<file path="src/hdl/pse_pkg.sv">
// constants and types shared by the pattern sequence engine
package pse_pkg;
  // ----------------------------------------------------------------
  // frame geometry and plane layout
  // ----------------------------------------------------------------
  localparam int PSE_COLS       = 912;        // mirror columns
  localparam int PSE_ROWS       = 1140;       // mirror rows
  localparam int PSE_PLANES     = 24;         // planes per source image
  localparam int PSE_MAX_DEPTH  = 8;          // deepest pattern
  localparam int PSE_IMAGES     = 64;         // flash image slots
  localparam int PSE_ENTRIES    = 16;         // sequence table depth
  // green planes at 0..7, red at 8..15, blue at 16..23
  localparam logic [4:0] PSE_GREEN_BASE = 5'h00;
  localparam logic [4:0] PSE_RED_BASE   = 5'h08;
  localparam logic [4:0] PSE_BLUE_BASE  = 5'h10;
  // ----------------------------------------------------------------
  // timing
  // ----------------------------------------------------------------
  localparam int PSE_CLK_HZ      = 40_000_000;
  localparam int PSE_US_CYCLES   = PSE_CLK_HZ / 1_000_000;  // cycles per microsecond
  localparam logic [5:0] PSE_US_LAST = 6'(PSE_US_CYCLES - 1);
  localparam logic [23:0] PSE_LOAD_US    = 24'd230;       // pattern load time, us
  localparam logic [23:0] PSE_MIN_EXP_US = 24'd235;       // shortest exposure, us
  // pattern count limit per bit depth (index = depth)
  localparam logic [4:0] PSE_PAT_LIMIT [0:8] = '{5'h00, 5'h10, 5'h0C, 5'h08, 5'h06, 5'h04, 5'h04, 5'h03, 5'h03};
  // ----------------------------------------------------------------
  // sequence entry layout
  // ----------------------------------------------------------------
  localparam int PSE_E_LED   = 0;   // 3 bits led selection
  localparam int PSE_E_DEPTH = 3;   // 4 bits depth 1..8
  localparam int PSE_E_IMG   = 7;   // 6 bits image or frame index
  localparam int PSE_E_PLANE = 13;  // 5 bits first plane
  localparam int PSE_E_TRIG  = 18;  // 2 bits trigger choice
  localparam int PSE_E_BLANK = 20;  // blank after exposure
  localparam int PSE_E_INV   = 21;  // invert data
  localparam int PSE_E_W     = 22;
  localparam logic [PSE_E_W-1:0] PSE_ENTRY_RST = 22'h000000;
  // ----------------------------------------------------------------
  // enumerations
  // ----------------------------------------------------------------
  typedef enum logic [2:0] {
    PSE_LED_WHITE, PSE_LED_CYAN, PSE_LED_MAGENTA, PSE_LED_YELLOW,
    PSE_LED_RED, PSE_LED_GREEN, PSE_LED_BLUE, PSE_LED_NONE
  } pse_led_e;
  typedef enum logic [1:0] {
    PSE_TRIG_NONE, PSE_TRIG_EXT_RISE, PSE_TRIG_EXT_FALL, PSE_TRIG_INT
  } pse_trig_e;
  localparam logic PSE_SRC_FLASH   = 1'b0;
  localparam logic PSE_SRC_VIDEO   = 1'b1;
  localparam logic PSE_MODE_INTEXT = 1'b0;
  localparam logic PSE_MODE_VSYNC  = 1'b1;
endpackage : pse_pkg

</file>
<file path="src/hdl/pse_engine.sv">
// pattern sequence engine: table, validation, trigger sequencing, plane extraction
//
// Notes on behaviour
// - planes 1..8 deep at 912x1140
// - pixel data passed unscaled, unprocessed
// - source is flash image or video port
// - each entry holds led, depth, index, plane, trigger
// - period timer starts; gate input starts/pauses in int/ext mode only
// - internal waits period, external waits trigger input
// - exposure sets show time, period sets spacing
// - seven led colour combinations encoded
// - play once shows first N, else repeats
// - trigger none, rise, fall, internal
// - video source always triggers on vsync
// - planes green, red, blue; fixed grouping
// - blank array after exposure when flagged
// - flag period under exposure plus 230us
// - separate validation error flags
// - idle until play; pause and resume
// - untriggered patterns expose back to back
// - invert shows complement of plane data
// - one frame gives 3 to 16 patterns
module pse_engine
  import pse_pkg::*;
(
  input  wire logic              sys_clk_i,
  input  wire logic              rst_n_i,
  input  wire logic              entry_wr_i,             // table write strobe
  input  wire logic [3:0]        entry_idx_i,            // table slot
  input  wire logic [PSE_E_W-1:0] entry_data_i,          // entry fields
  input  wire logic [4:0]        entry_count_i,          // entries in sequence
  input  wire logic              source_i,               // flash or video
  input  wire logic              trig_mode_i,            // int/ext or vsync
  input  wire logic              gate_en_i,              // use gate input
  input  wire logic [23:0]       exposure_us_i,          // exposure, us
  input  wire logic [23:0]       period_us_i,            // period, us
  input  wire logic              play_once_i,            // stop after N
  input  wire logic [4:0]        pats_per_pulse_i,       // N for play once
  input  wire logic              validate_i,             // validate pulse
  input  wire logic              play_i,                 // play pulse
  input  wire logic              pause_i,                // pause pulse
  input  wire logic              stop_i,                 // stop pulse
  input  wire logic              sequence_gate_input_i,  // start/pause gate
  input  wire logic              advance_trig_i,         // advance trigger
  input  wire logic              vsync_i,                // video sync
  input  wire logic [23:0]       pixel_i,                // source pixel
  output logic                   led_red_o,
  output logic                   led_green_o,
  output logic                   led_blue_o,
  output logic [7:0]             plane_data_o,           // mirror data
  output logic [5:0]             image_index_o,
  output logic [4:0]             plane_index_o,
  output logic [3:0]             bit_depth_o,
  output logic                   exposing_o,
  output logic                   blank_o,
  output logic                   running_o,
  output logic                   valid_o,
  output logic                   timing_range_error_o,
  output logic                   pattern_count_error_o,
  output logic                   trig_overlap_error_o,
  output logic                   black_vector_error_o,
  output logic                   load_time_error_o
);
  // ----------------------------------------------------------------
  // sequence table
  // ----------------------------------------------------------------
  typedef enum {ST_STOP, ST_TRIG, ST_EXP, ST_PAUSE} pse_state_e;
  logic [PSE_E_W-1:0] table_q [PSE_ENTRIES];   // entry storage
  logic [PSE_ENTRIES-1:0] over_lim;            // per entry depth or count too high
  logic [PSE_ENTRIES-1:0] has_blank;           // per entry blank flag
  // one write port, entries held in flops
  for (genvar g = 0; g < PSE_ENTRIES; g++) begin : g_tab
    logic [PSE_E_W-1:0] next_ent;
    logic [3:0]         dep;
    always_comb begin
      next_ent = (entry_wr_i && entry_idx_i == 4'(g)) ? entry_data_i : table_q[g];
    end
    always_ff @(posedge sys_clk_i) begin
      table_q[g] <= rst_n_i ? next_ent : PSE_ENTRY_RST;
    end
    assign dep          = table_q[g][PSE_E_DEPTH +: 4];
    assign over_lim[g]  = (5'(g) < entry_count_i) && (dep > 4'd8 || entry_count_i > PSE_PAT_LIMIT[dep]);
    assign has_blank[g] = (5'(g) < entry_count_i) && table_q[g][PSE_E_BLANK];
  end
  // ----------------------------------------------------------------
  // validation
  // ----------------------------------------------------------------
  logic e_rng, e_cnt, e_ovl, e_blk, e_load, cfg_ok;
  logic [3:0] last_idx;
  always_comb begin
    last_idx = 4'(entry_count_i - 5'd1);
    e_rng  = exposure_us_i < PSE_MIN_EXP_US || period_us_i < exposure_us_i;
    e_cnt  = entry_count_i == 5'd0 || (|over_lim);
    e_ovl  = period_us_i == exposure_us_i && (|has_blank);
    e_blk  = play_once_i && entry_count_i != 5'd0 && !table_q[last_idx][PSE_E_BLANK];
    e_load = 25'(period_us_i) < 25'(exposure_us_i) + 25'(PSE_LOAD_US);
    cfg_ok = !(e_rng | e_cnt | e_ovl | e_blk | e_load);
  end
  // ----------------------------------------------------------------
  // sequencer state
  // ----------------------------------------------------------------
  pse_state_e state, next_state;
  logic [3:0]  idx, next_idx;           // current entry
  logic [4:0]  shown, next_shown;       // patterns shown this pass
  logic [5:0]  pre, next_pre;           // microsecond prescaler
  logic [23:0] exp_us, next_exp_us;     // exposure elapsed
  logic [23:0] per_us, next_per_us;     // period elapsed, saturating
  logic        adv_q, vs_q;             // edge history
  logic        blank_q, next_blank;
  logic [PSE_E_W-1:0] ent;
  logic        tick, vmode, fire, hold, seq_end;
  logic [3:0]  inc_idx;
  always_comb begin
    ent     = table_q[idx];
    tick    = pre == PSE_US_LAST;
    vmode   = trig_mode_i == PSE_MODE_VSYNC || source_i == PSE_SRC_VIDEO;
    // gate low with gate_en_i set blocks triggers and freezes exposure in int/ext mode
    hold    = !vmode && gate_en_i && !sequence_gate_input_i;
    inc_idx = (5'(idx) + 5'd1 >= entry_count_i) ? 4'h0 : idx + 4'h1;
    seq_end = play_once_i && shown + 5'd1 >= pats_per_pulse_i;
    if (vmode) begin
      fire = (idx == 4'h0) ? (vsync_i && !vs_q) : 1'b1;
    end else begin
      case (pse_trig_e'(ent[PSE_E_TRIG +: 2]))
        PSE_TRIG_NONE:     fire = 1'b1;
        PSE_TRIG_EXT_RISE: fire = advance_trig_i && !adv_q;
        PSE_TRIG_EXT_FALL: fire = !advance_trig_i && adv_q;
        PSE_TRIG_INT:      fire = per_us >= period_us_i;
        default:           fire = 1'b0;
      endcase
    end
  end
  // next state and counters
  always_comb begin
    next_state  = state;
    next_idx    = idx;
    next_shown  = shown;
    next_blank  = blank_q;
    next_pre    = tick ? 6'h00 : pre + 6'h01;
    next_exp_us = (tick && exp_us != 24'hFFFFFF) ? exp_us + 24'h1 : exp_us;
    next_per_us = (tick && per_us != 24'hFFFFFF) ? per_us + 24'h1 : per_us;
    case (state)
      ST_STOP: begin
        next_idx    = 4'h0;
        next_shown  = 5'h00;
        // blank level kept, so the array stays dark after the last pattern
        next_per_us = 24'hFFFFFF;          // first internal trigger is due at once
        if (play_i && valid_o) begin
          next_state = ST_TRIG;
        end
      end
      ST_TRIG: begin
        if (stop_i) begin
          next_state = ST_STOP;
        end else if (pause_i) begin
          next_state = ST_PAUSE;
        end else if (fire && !hold) begin
          next_state  = ST_EXP;
          next_blank  = 1'b0;
          next_pre    = 6'h00;
          next_exp_us = 24'h0;
          next_per_us = 24'h0;
        end
      end
      ST_EXP: begin
        if (stop_i) begin
          next_state = ST_STOP;
        end else if (pause_i) begin
          next_state = ST_PAUSE;
        end else if (hold) begin
          next_pre    = pre;               // frozen while gate is low
          next_exp_us = exp_us;
          next_per_us = per_us;
        end else if (tick && exp_us + 24'h1 >= exposure_us_i) begin
          next_blank = ent[PSE_E_BLANK];
          next_shown = shown + 5'd1;
          next_idx   = inc_idx;
          next_state = seq_end ? ST_STOP : ST_TRIG;
        end
      end
      ST_PAUSE: begin
        // resume restarts the interrupted pattern from its trigger
        if (stop_i) begin
          next_state = ST_STOP;
        end else if (play_i) begin
          next_state = ST_TRIG;
        end
      end
      default: next_state = ST_STOP;
    endcase
  end
  always_ff @(posedge sys_clk_i) begin
    if (!rst_n_i) begin
      state   <= ST_STOP;
      idx     <= 4'h0;
      shown   <= 5'h00;
      pre     <= 6'h00;
      exp_us  <= 24'h0;
      per_us  <= 24'h0;
      adv_q   <= 1'b0;
      vs_q    <= 1'b0;
      blank_q <= 1'b0;
    end else begin
      state   <= next_state;
      idx     <= next_idx;
      shown   <= next_shown;
      pre     <= next_pre;
      exp_us  <= next_exp_us;
      per_us  <= next_per_us;
      adv_q   <= advance_trig_i;
      vs_q    <= vsync_i;
      blank_q <= next_blank;
    end
  end
  // ----------------------------------------------------------------
  // outputs
  // ----------------------------------------------------------------
  logic [PSE_E_W-1:0] nent;
  logic [3:0]  ndep;
  logic [7:0]  mask, raw;
  logic [2:0]  next_led;
  logic [7:0]  next_data;
  logic        next_valid;
  logic [4:0]  next_errs;
  always_comb begin
    nent = table_q[next_idx];
    ndep = (nent[PSE_E_DEPTH +: 4] > 4'd8) ? 4'd8 : nent[PSE_E_DEPTH +: 4];
    mask = 8'(9'h0FF >> (4'd8 - ndep));
    // direct bit selection, no scaling or gamma on this path
    raw  = 8'(pixel_i >> nent[PSE_E_PLANE +: 5]) & mask;
    next_data = (next_state == ST_EXP) ? (raw ^ (nent[PSE_E_INV] ? mask : 8'h00)) : 8'h00;
    case (pse_led_e'(nent[PSE_E_LED +: 3]))
      PSE_LED_WHITE:   next_led = 3'h7;
      PSE_LED_CYAN:    next_led = 3'h6;
      PSE_LED_MAGENTA: next_led = 3'h5;
      PSE_LED_YELLOW:  next_led = 3'h3;
      PSE_LED_RED:     next_led = 3'h1;
      PSE_LED_GREEN:   next_led = 3'h2;
      PSE_LED_BLUE:    next_led = 3'h4;
      default:         next_led = 3'h0;
    endcase
    if (next_state != ST_EXP) begin
      next_led = 3'h0;
    end
    next_valid = valid_o;
    next_errs  = {timing_range_error_o, pattern_count_error_o, trig_overlap_error_o,
                  black_vector_error_o, load_time_error_o};
    if (validate_i && state == ST_STOP) begin
      next_valid = cfg_ok;
      next_errs  = {e_rng, e_cnt, e_ovl, e_blk, e_load};
    end else if (entry_wr_i && state == ST_STOP) begin
      next_valid = 1'b0;                   // table change needs a new validation
    end
  end
  always_ff @(posedge sys_clk_i) begin
    if (!rst_n_i) begin
      {led_blue_o, led_green_o, led_red_o} <= 3'h0;
      plane_data_o  <= 8'h00;
      image_index_o <= 6'h00;
      plane_index_o <= 5'h00;
      bit_depth_o   <= 4'h0;
      exposing_o    <= 1'b0;
      blank_o       <= 1'b0;
      running_o     <= 1'b0;
      valid_o       <= 1'b0;
      {timing_range_error_o, pattern_count_error_o, trig_overlap_error_o,
       black_vector_error_o, load_time_error_o} <= 5'h00;
    end else begin
      {led_blue_o, led_green_o, led_red_o} <= next_led;
      plane_data_o  <= next_data;
      image_index_o <= nent[PSE_E_IMG +: 6];
      plane_index_o <= nent[PSE_E_PLANE +: 5];
      bit_depth_o   <= ndep;
      exposing_o    <= next_state == ST_EXP;
      blank_o       <= next_blank;
      running_o     <= next_state != ST_STOP;
      valid_o       <= next_valid;
      {timing_range_error_o, pattern_count_error_o, trig_overlap_error_o,
       black_vector_error_o, load_time_error_o} <= next_errs;
    end
  end
endmodule : pse_engine

</file>
<file path="config.mk">
export PLATFORM = sky130hd
export DESIGN_NAME = pse_engine
export DESIGN_NICKNAME = d
export VERILOG_FILES = /design/src/hdl/pse_pkg.sv /design/src/hdl/pse_engine.sv
export SDC_FILE = /design/constraint.sdc
export NUM_CORES = 2
export LEC_CHECK = 0
export ABC_CLOCK_PERIOD_IN_PS = 11900
export BUFFER_PORTS_ARGS = -buffer_cell sky130_fd_sc_hd__buf_4
export CORE_MARGIN = 3
export CORE_UTILIZATION = 25
export DETAILED_ROUTE_END_ITERATION = 6
export GPL_ROUTABILITY_DRIVEN = 0
export PLACE_DENSITY_LB_ADDON = 0.2
export SLEW_MARGIN = 20
export SYNTH_ARGS = -nofsm -noshare
export SYNTH_HDL_FRONTEND = slang
export SYNTH_SLANG_ARGS = --single-unit
</file>
<file path="constraint.sdc">
create_clock -name sys_clk_i -period 11.9 [get_ports sys_clk_i]
set_input_delay 1.19 -clock sys_clk_i [delete_from_list [all_inputs] [get_ports sys_clk_i]]
set_output_delay 1.19 -clock sys_clk_i [all_outputs]
set_load 0.005 [all_outputs]
</file>
==> impl_metrics.py <==
metrics = {
    "grt": {
        "grt_max_degree": 118,
        "gr-total-overflow": 0,
        "antenna_found_initial": 8,
        "grt_pass1_wl_um": 171400,
        "grt_pass1_vias": 26560,
        "grt_use_total_pct": 18.27,
    },
    "sta": {
        "worst_pin_slew_ns": 1.125,
        "final_hold_viol_count": 0,
        "fin_tns_setup_ns": 0,
        "fin_crit_sh_pct": 76.82,
        "fin_skew_ns": 0.03006,
        "slew_headroom_pct": 24.76,
        "finalCriticalPeriod_ns": 9.142,
        "rsz0062_at_grt": "false",
        "max_freq_ghz": 0.1094,
        "setup_viol": 0,
        "finalMaxSlewViolations": 0,
    },
    "yosys": {
        "synth_common_cells": "nand2_1 (1092), a21oi_1 (509), dfxtp_1 (484), ha_1 (245), clkbuf_1 (218)",
        "syn-instance-count": 4019,
        "ys_types": 88,
        "yosys_warnings": 0,
        "synth_top_cell_by_area": "dfxtp_1",
        "synth_seq_cells": 484,
        "synth_ff_type": "dfxtp_1",
        "yosysSeqAreaShare_pct": 32.92,
        "yosysMostFrequentCell": "nand2_1",
        "syn_area_um2": 29430,
        "synth_area_per_cell_um2": 7.323,
        "synthTopCellsByArea": "dfxtp_1 (33%), nand2_1 (14%), ha_1 (10%), a21oi_1 (8.7%), nand3_1 (3.3%)",
        "synth_top_area_share_pct": 32.92,
        "synth_edf_count": 0,
        "synthArstFlopShare_pct": 0,
    },
    "cts": {
        "clock-sinks": 484,
        "post-cts-setup-buffers": 0,
        "htree_levels": 2,
        "cts.clk_slew.worst_paths_ns": 0.06,
        "postCtsHoldBufs": 0,
        "cts_tree": "yes",
        "cts_made_buffers": 58,
        "cts_resized": 0,
        "clk-insertion-delay-late_ns": 0.63,
        "cts_buffer_depth": 3,
        "cts_root_buffer": "clkbuf_16",
    },
    "worst_setup_path": {
        "crit_arrival_ns": 9.64,
        "regToRegEndpoint": "plane_data_o[5]",
        "crit_type": "flop to flop",
        "reg2reg_slack_ns": 2.76,
        "cp_slowest_cell": "o31ai_1",
        "cp.required_ns": 12.40,
        "crit_end": "plane_data_o[5]",
        "critPathMaxStageDelay_ns": 0.93,
        "startpoint_type": "flop",
        "crit_start": "exp_us[0]",
        "cp-end-kind": "flop",
        "r2r-start": "exp_us[0]",
        "critPathMostFrequentCell": "and3_1",
        "rr_worst_depth": 29,
        "worst-path-max-fanout": 32,
    },
    "routing": {
        "routedWlPerCell_um": 20.53,
        "wl_um": 115600,
        "dr.pass1.iters": 5,
        "vias_per_cell": 5.064,
        "drtIter0Drc": 2491,
        "postRouteAntennaNets": 0,
        "route.detailed.drc": 0,
        "vias": 28510,
    },
    "pwr": {
        "p_int_w": 0.002863,
        "combPwrFrac_pct": 8.9,
        "clkPwrFrac_pct": 48.0,
        "p_switching_w": 0.0009809,
        "p_leak_nw": 13.10,
        "ir_drop_mv": 0.1118,
        "p_per_area_nw_per_um2": 112.7,
        "p_seq_share_pct": 43.1,
        "swShare_pct": 25.52,
    },
    "layout": {
        "area_delta_synth_final_pct": 15.84,
        "final_nets": 4421,
        "finalInstanceArea_um2": 34090,
        "drive_above_1_share_pct": 9.856,
        "finalNonFillerCells": 5630,
    },
    "outcome": {
        "status": "completed",
    },
    "die": {
        "core-area_um2": 116500,
        "die_x_um": 349.1,
        "die_area_um2": 121900,
        "ios": 157,
        "initial_core_util_pct": 25.26,
        "rows": 125,
        "die_height_um": 349.1,
    },
    "place": {
        "place_hpwl_um": 76760,
        "placed_area_um2": 32110,
        "dp.cells": 5518,
        "io_buffers": 156,
    },
    "run": {
        "cap_violations": 0,
    },
    "hold_path": {
        "hold_path.class": "flop to flop",
    },
}
==> logic make-up after synthesis <==
group / share of synthesized area, %
DFF: 32.92
buffers and inverters: 5.505
muxes: 3.545
AOI/OAI and AO/OA: 19.14
other: 0.01274
adders and majority gates: 10.42
xor gates and xnor gates: 2.172
and+or+nand+nor: 26.29
==> layout by cell type (no fill, tap or decap), drive strengths merged, types with 46 or more instances in the layout <==
master  count
mux2i      48
dfxtp     484
buf       216
nor2      169
and3       46
nand3     192
o21ai     143
inv       142
nor3       59
nand2    1094
ha        245
clkbuf     82
a21oi     509
==> cell type report <==
type | instances | area [um^2]
fillers | 12720 | 82420
clock inverters | 23 | 305.3
diodes | 7 | 17.52
inverters | 141 | 536.8
multi-input cells | 3153 | 18340
well taps | 1524 | 1907
repair buffers | 216 | 1634
flip-flops and latches | 484 | 9689
clock buffers | 82 | 1662
==> state kept, by name (all words and copies together) (netlist names), 4 cells and up <==
name and count:
state 32, per_us 24, idx 4, plane_data_o 8
shown 5, bit_depth_o 4, pre 6, plane_index_o 5
table_q 352, image_index_o 6, exp_us 24
==> how the worst min path moves through the flow <==
stage / startpoint / endpoint / slack, ns / cells after the start
after floorplan: table_q[11][13] / table_q[11][13] / 0.43 / 2
after global routing: table_q[14][7] / table_q[14][7] / 0.47 / 2
after global placement: table_q[7][18] / table_q[7][18] / 0.44 / 2
after detailed placement: table_q[14][19] / table_q[14][19] / 0.45 / 2
final: table_q[4][0] / table_q[4][0] / 0.45 / 2
after CTS: table_q[14][19] / table_q[14][19] / 0.45 / 2
==> power groups by stage <==
stage / combinational, W / sequential [W] / clock, W
2_1_floorplan: 0.000200 / 0.00169 / 0
3_3_place_gp: 0.000339 / 0.00169 / 0
3_5_place_dp: 0.000341 / 0.00169 / 0
4_1_cts: 0.000342 / 0.00166 / 0.00189
5_1_grt: 0.000381 / 0.00166 / 0.00196
6_report: 0.000341 / 0.00166 / 0.00184
==> worst max-delay path: cells and delay by family, from the launching register on <==
| family | cells | cell delay [ns] |
|---|---|---|
| flip-flops | 1 | 0.40 |
| adder cells (fa/ha/maj) | 3 | 0.74 |
| AO/OA/AOI/OAI | 5 | 2.57 |
| AND/OR/NAND/NOR | 17 | 4.57 |
| XOR/XNOR | 2 | 0.28 |
| buffers and inverters | 1 | 0.18 |
| multiplexers | 1 | 0.26 |
==> routing by layer <==
layer | GRT usage (%) | routed length [um] | vias to the layer above
met3 | 2.920 | 8254 | 165
met1 | 25.57 | 52850 | 13540
met4 | 4.739 | 3112 | 6
met2 | 29.07 | 51360 | 875
met5 | 0 | 34 | -
li1 | - | - | 13920
==> stage by stage <==
stage                     total power, W  util, %  setup slack, ns  hold WS [ns]
after detailed placement        0.002034    27.55            2.816        0.4451
final                           0.003844    29.26            2.758        0.4542
after global routing            0.003999    29.25            2.182        0.4674
after CTS                       0.003893    29.24            2.810        0.4529
after floorplan                 0.001888        -            5.182        0.4329
after global placement          0.002032    27.55            3.021        0.4393
(Power assumes the default switching activity.)
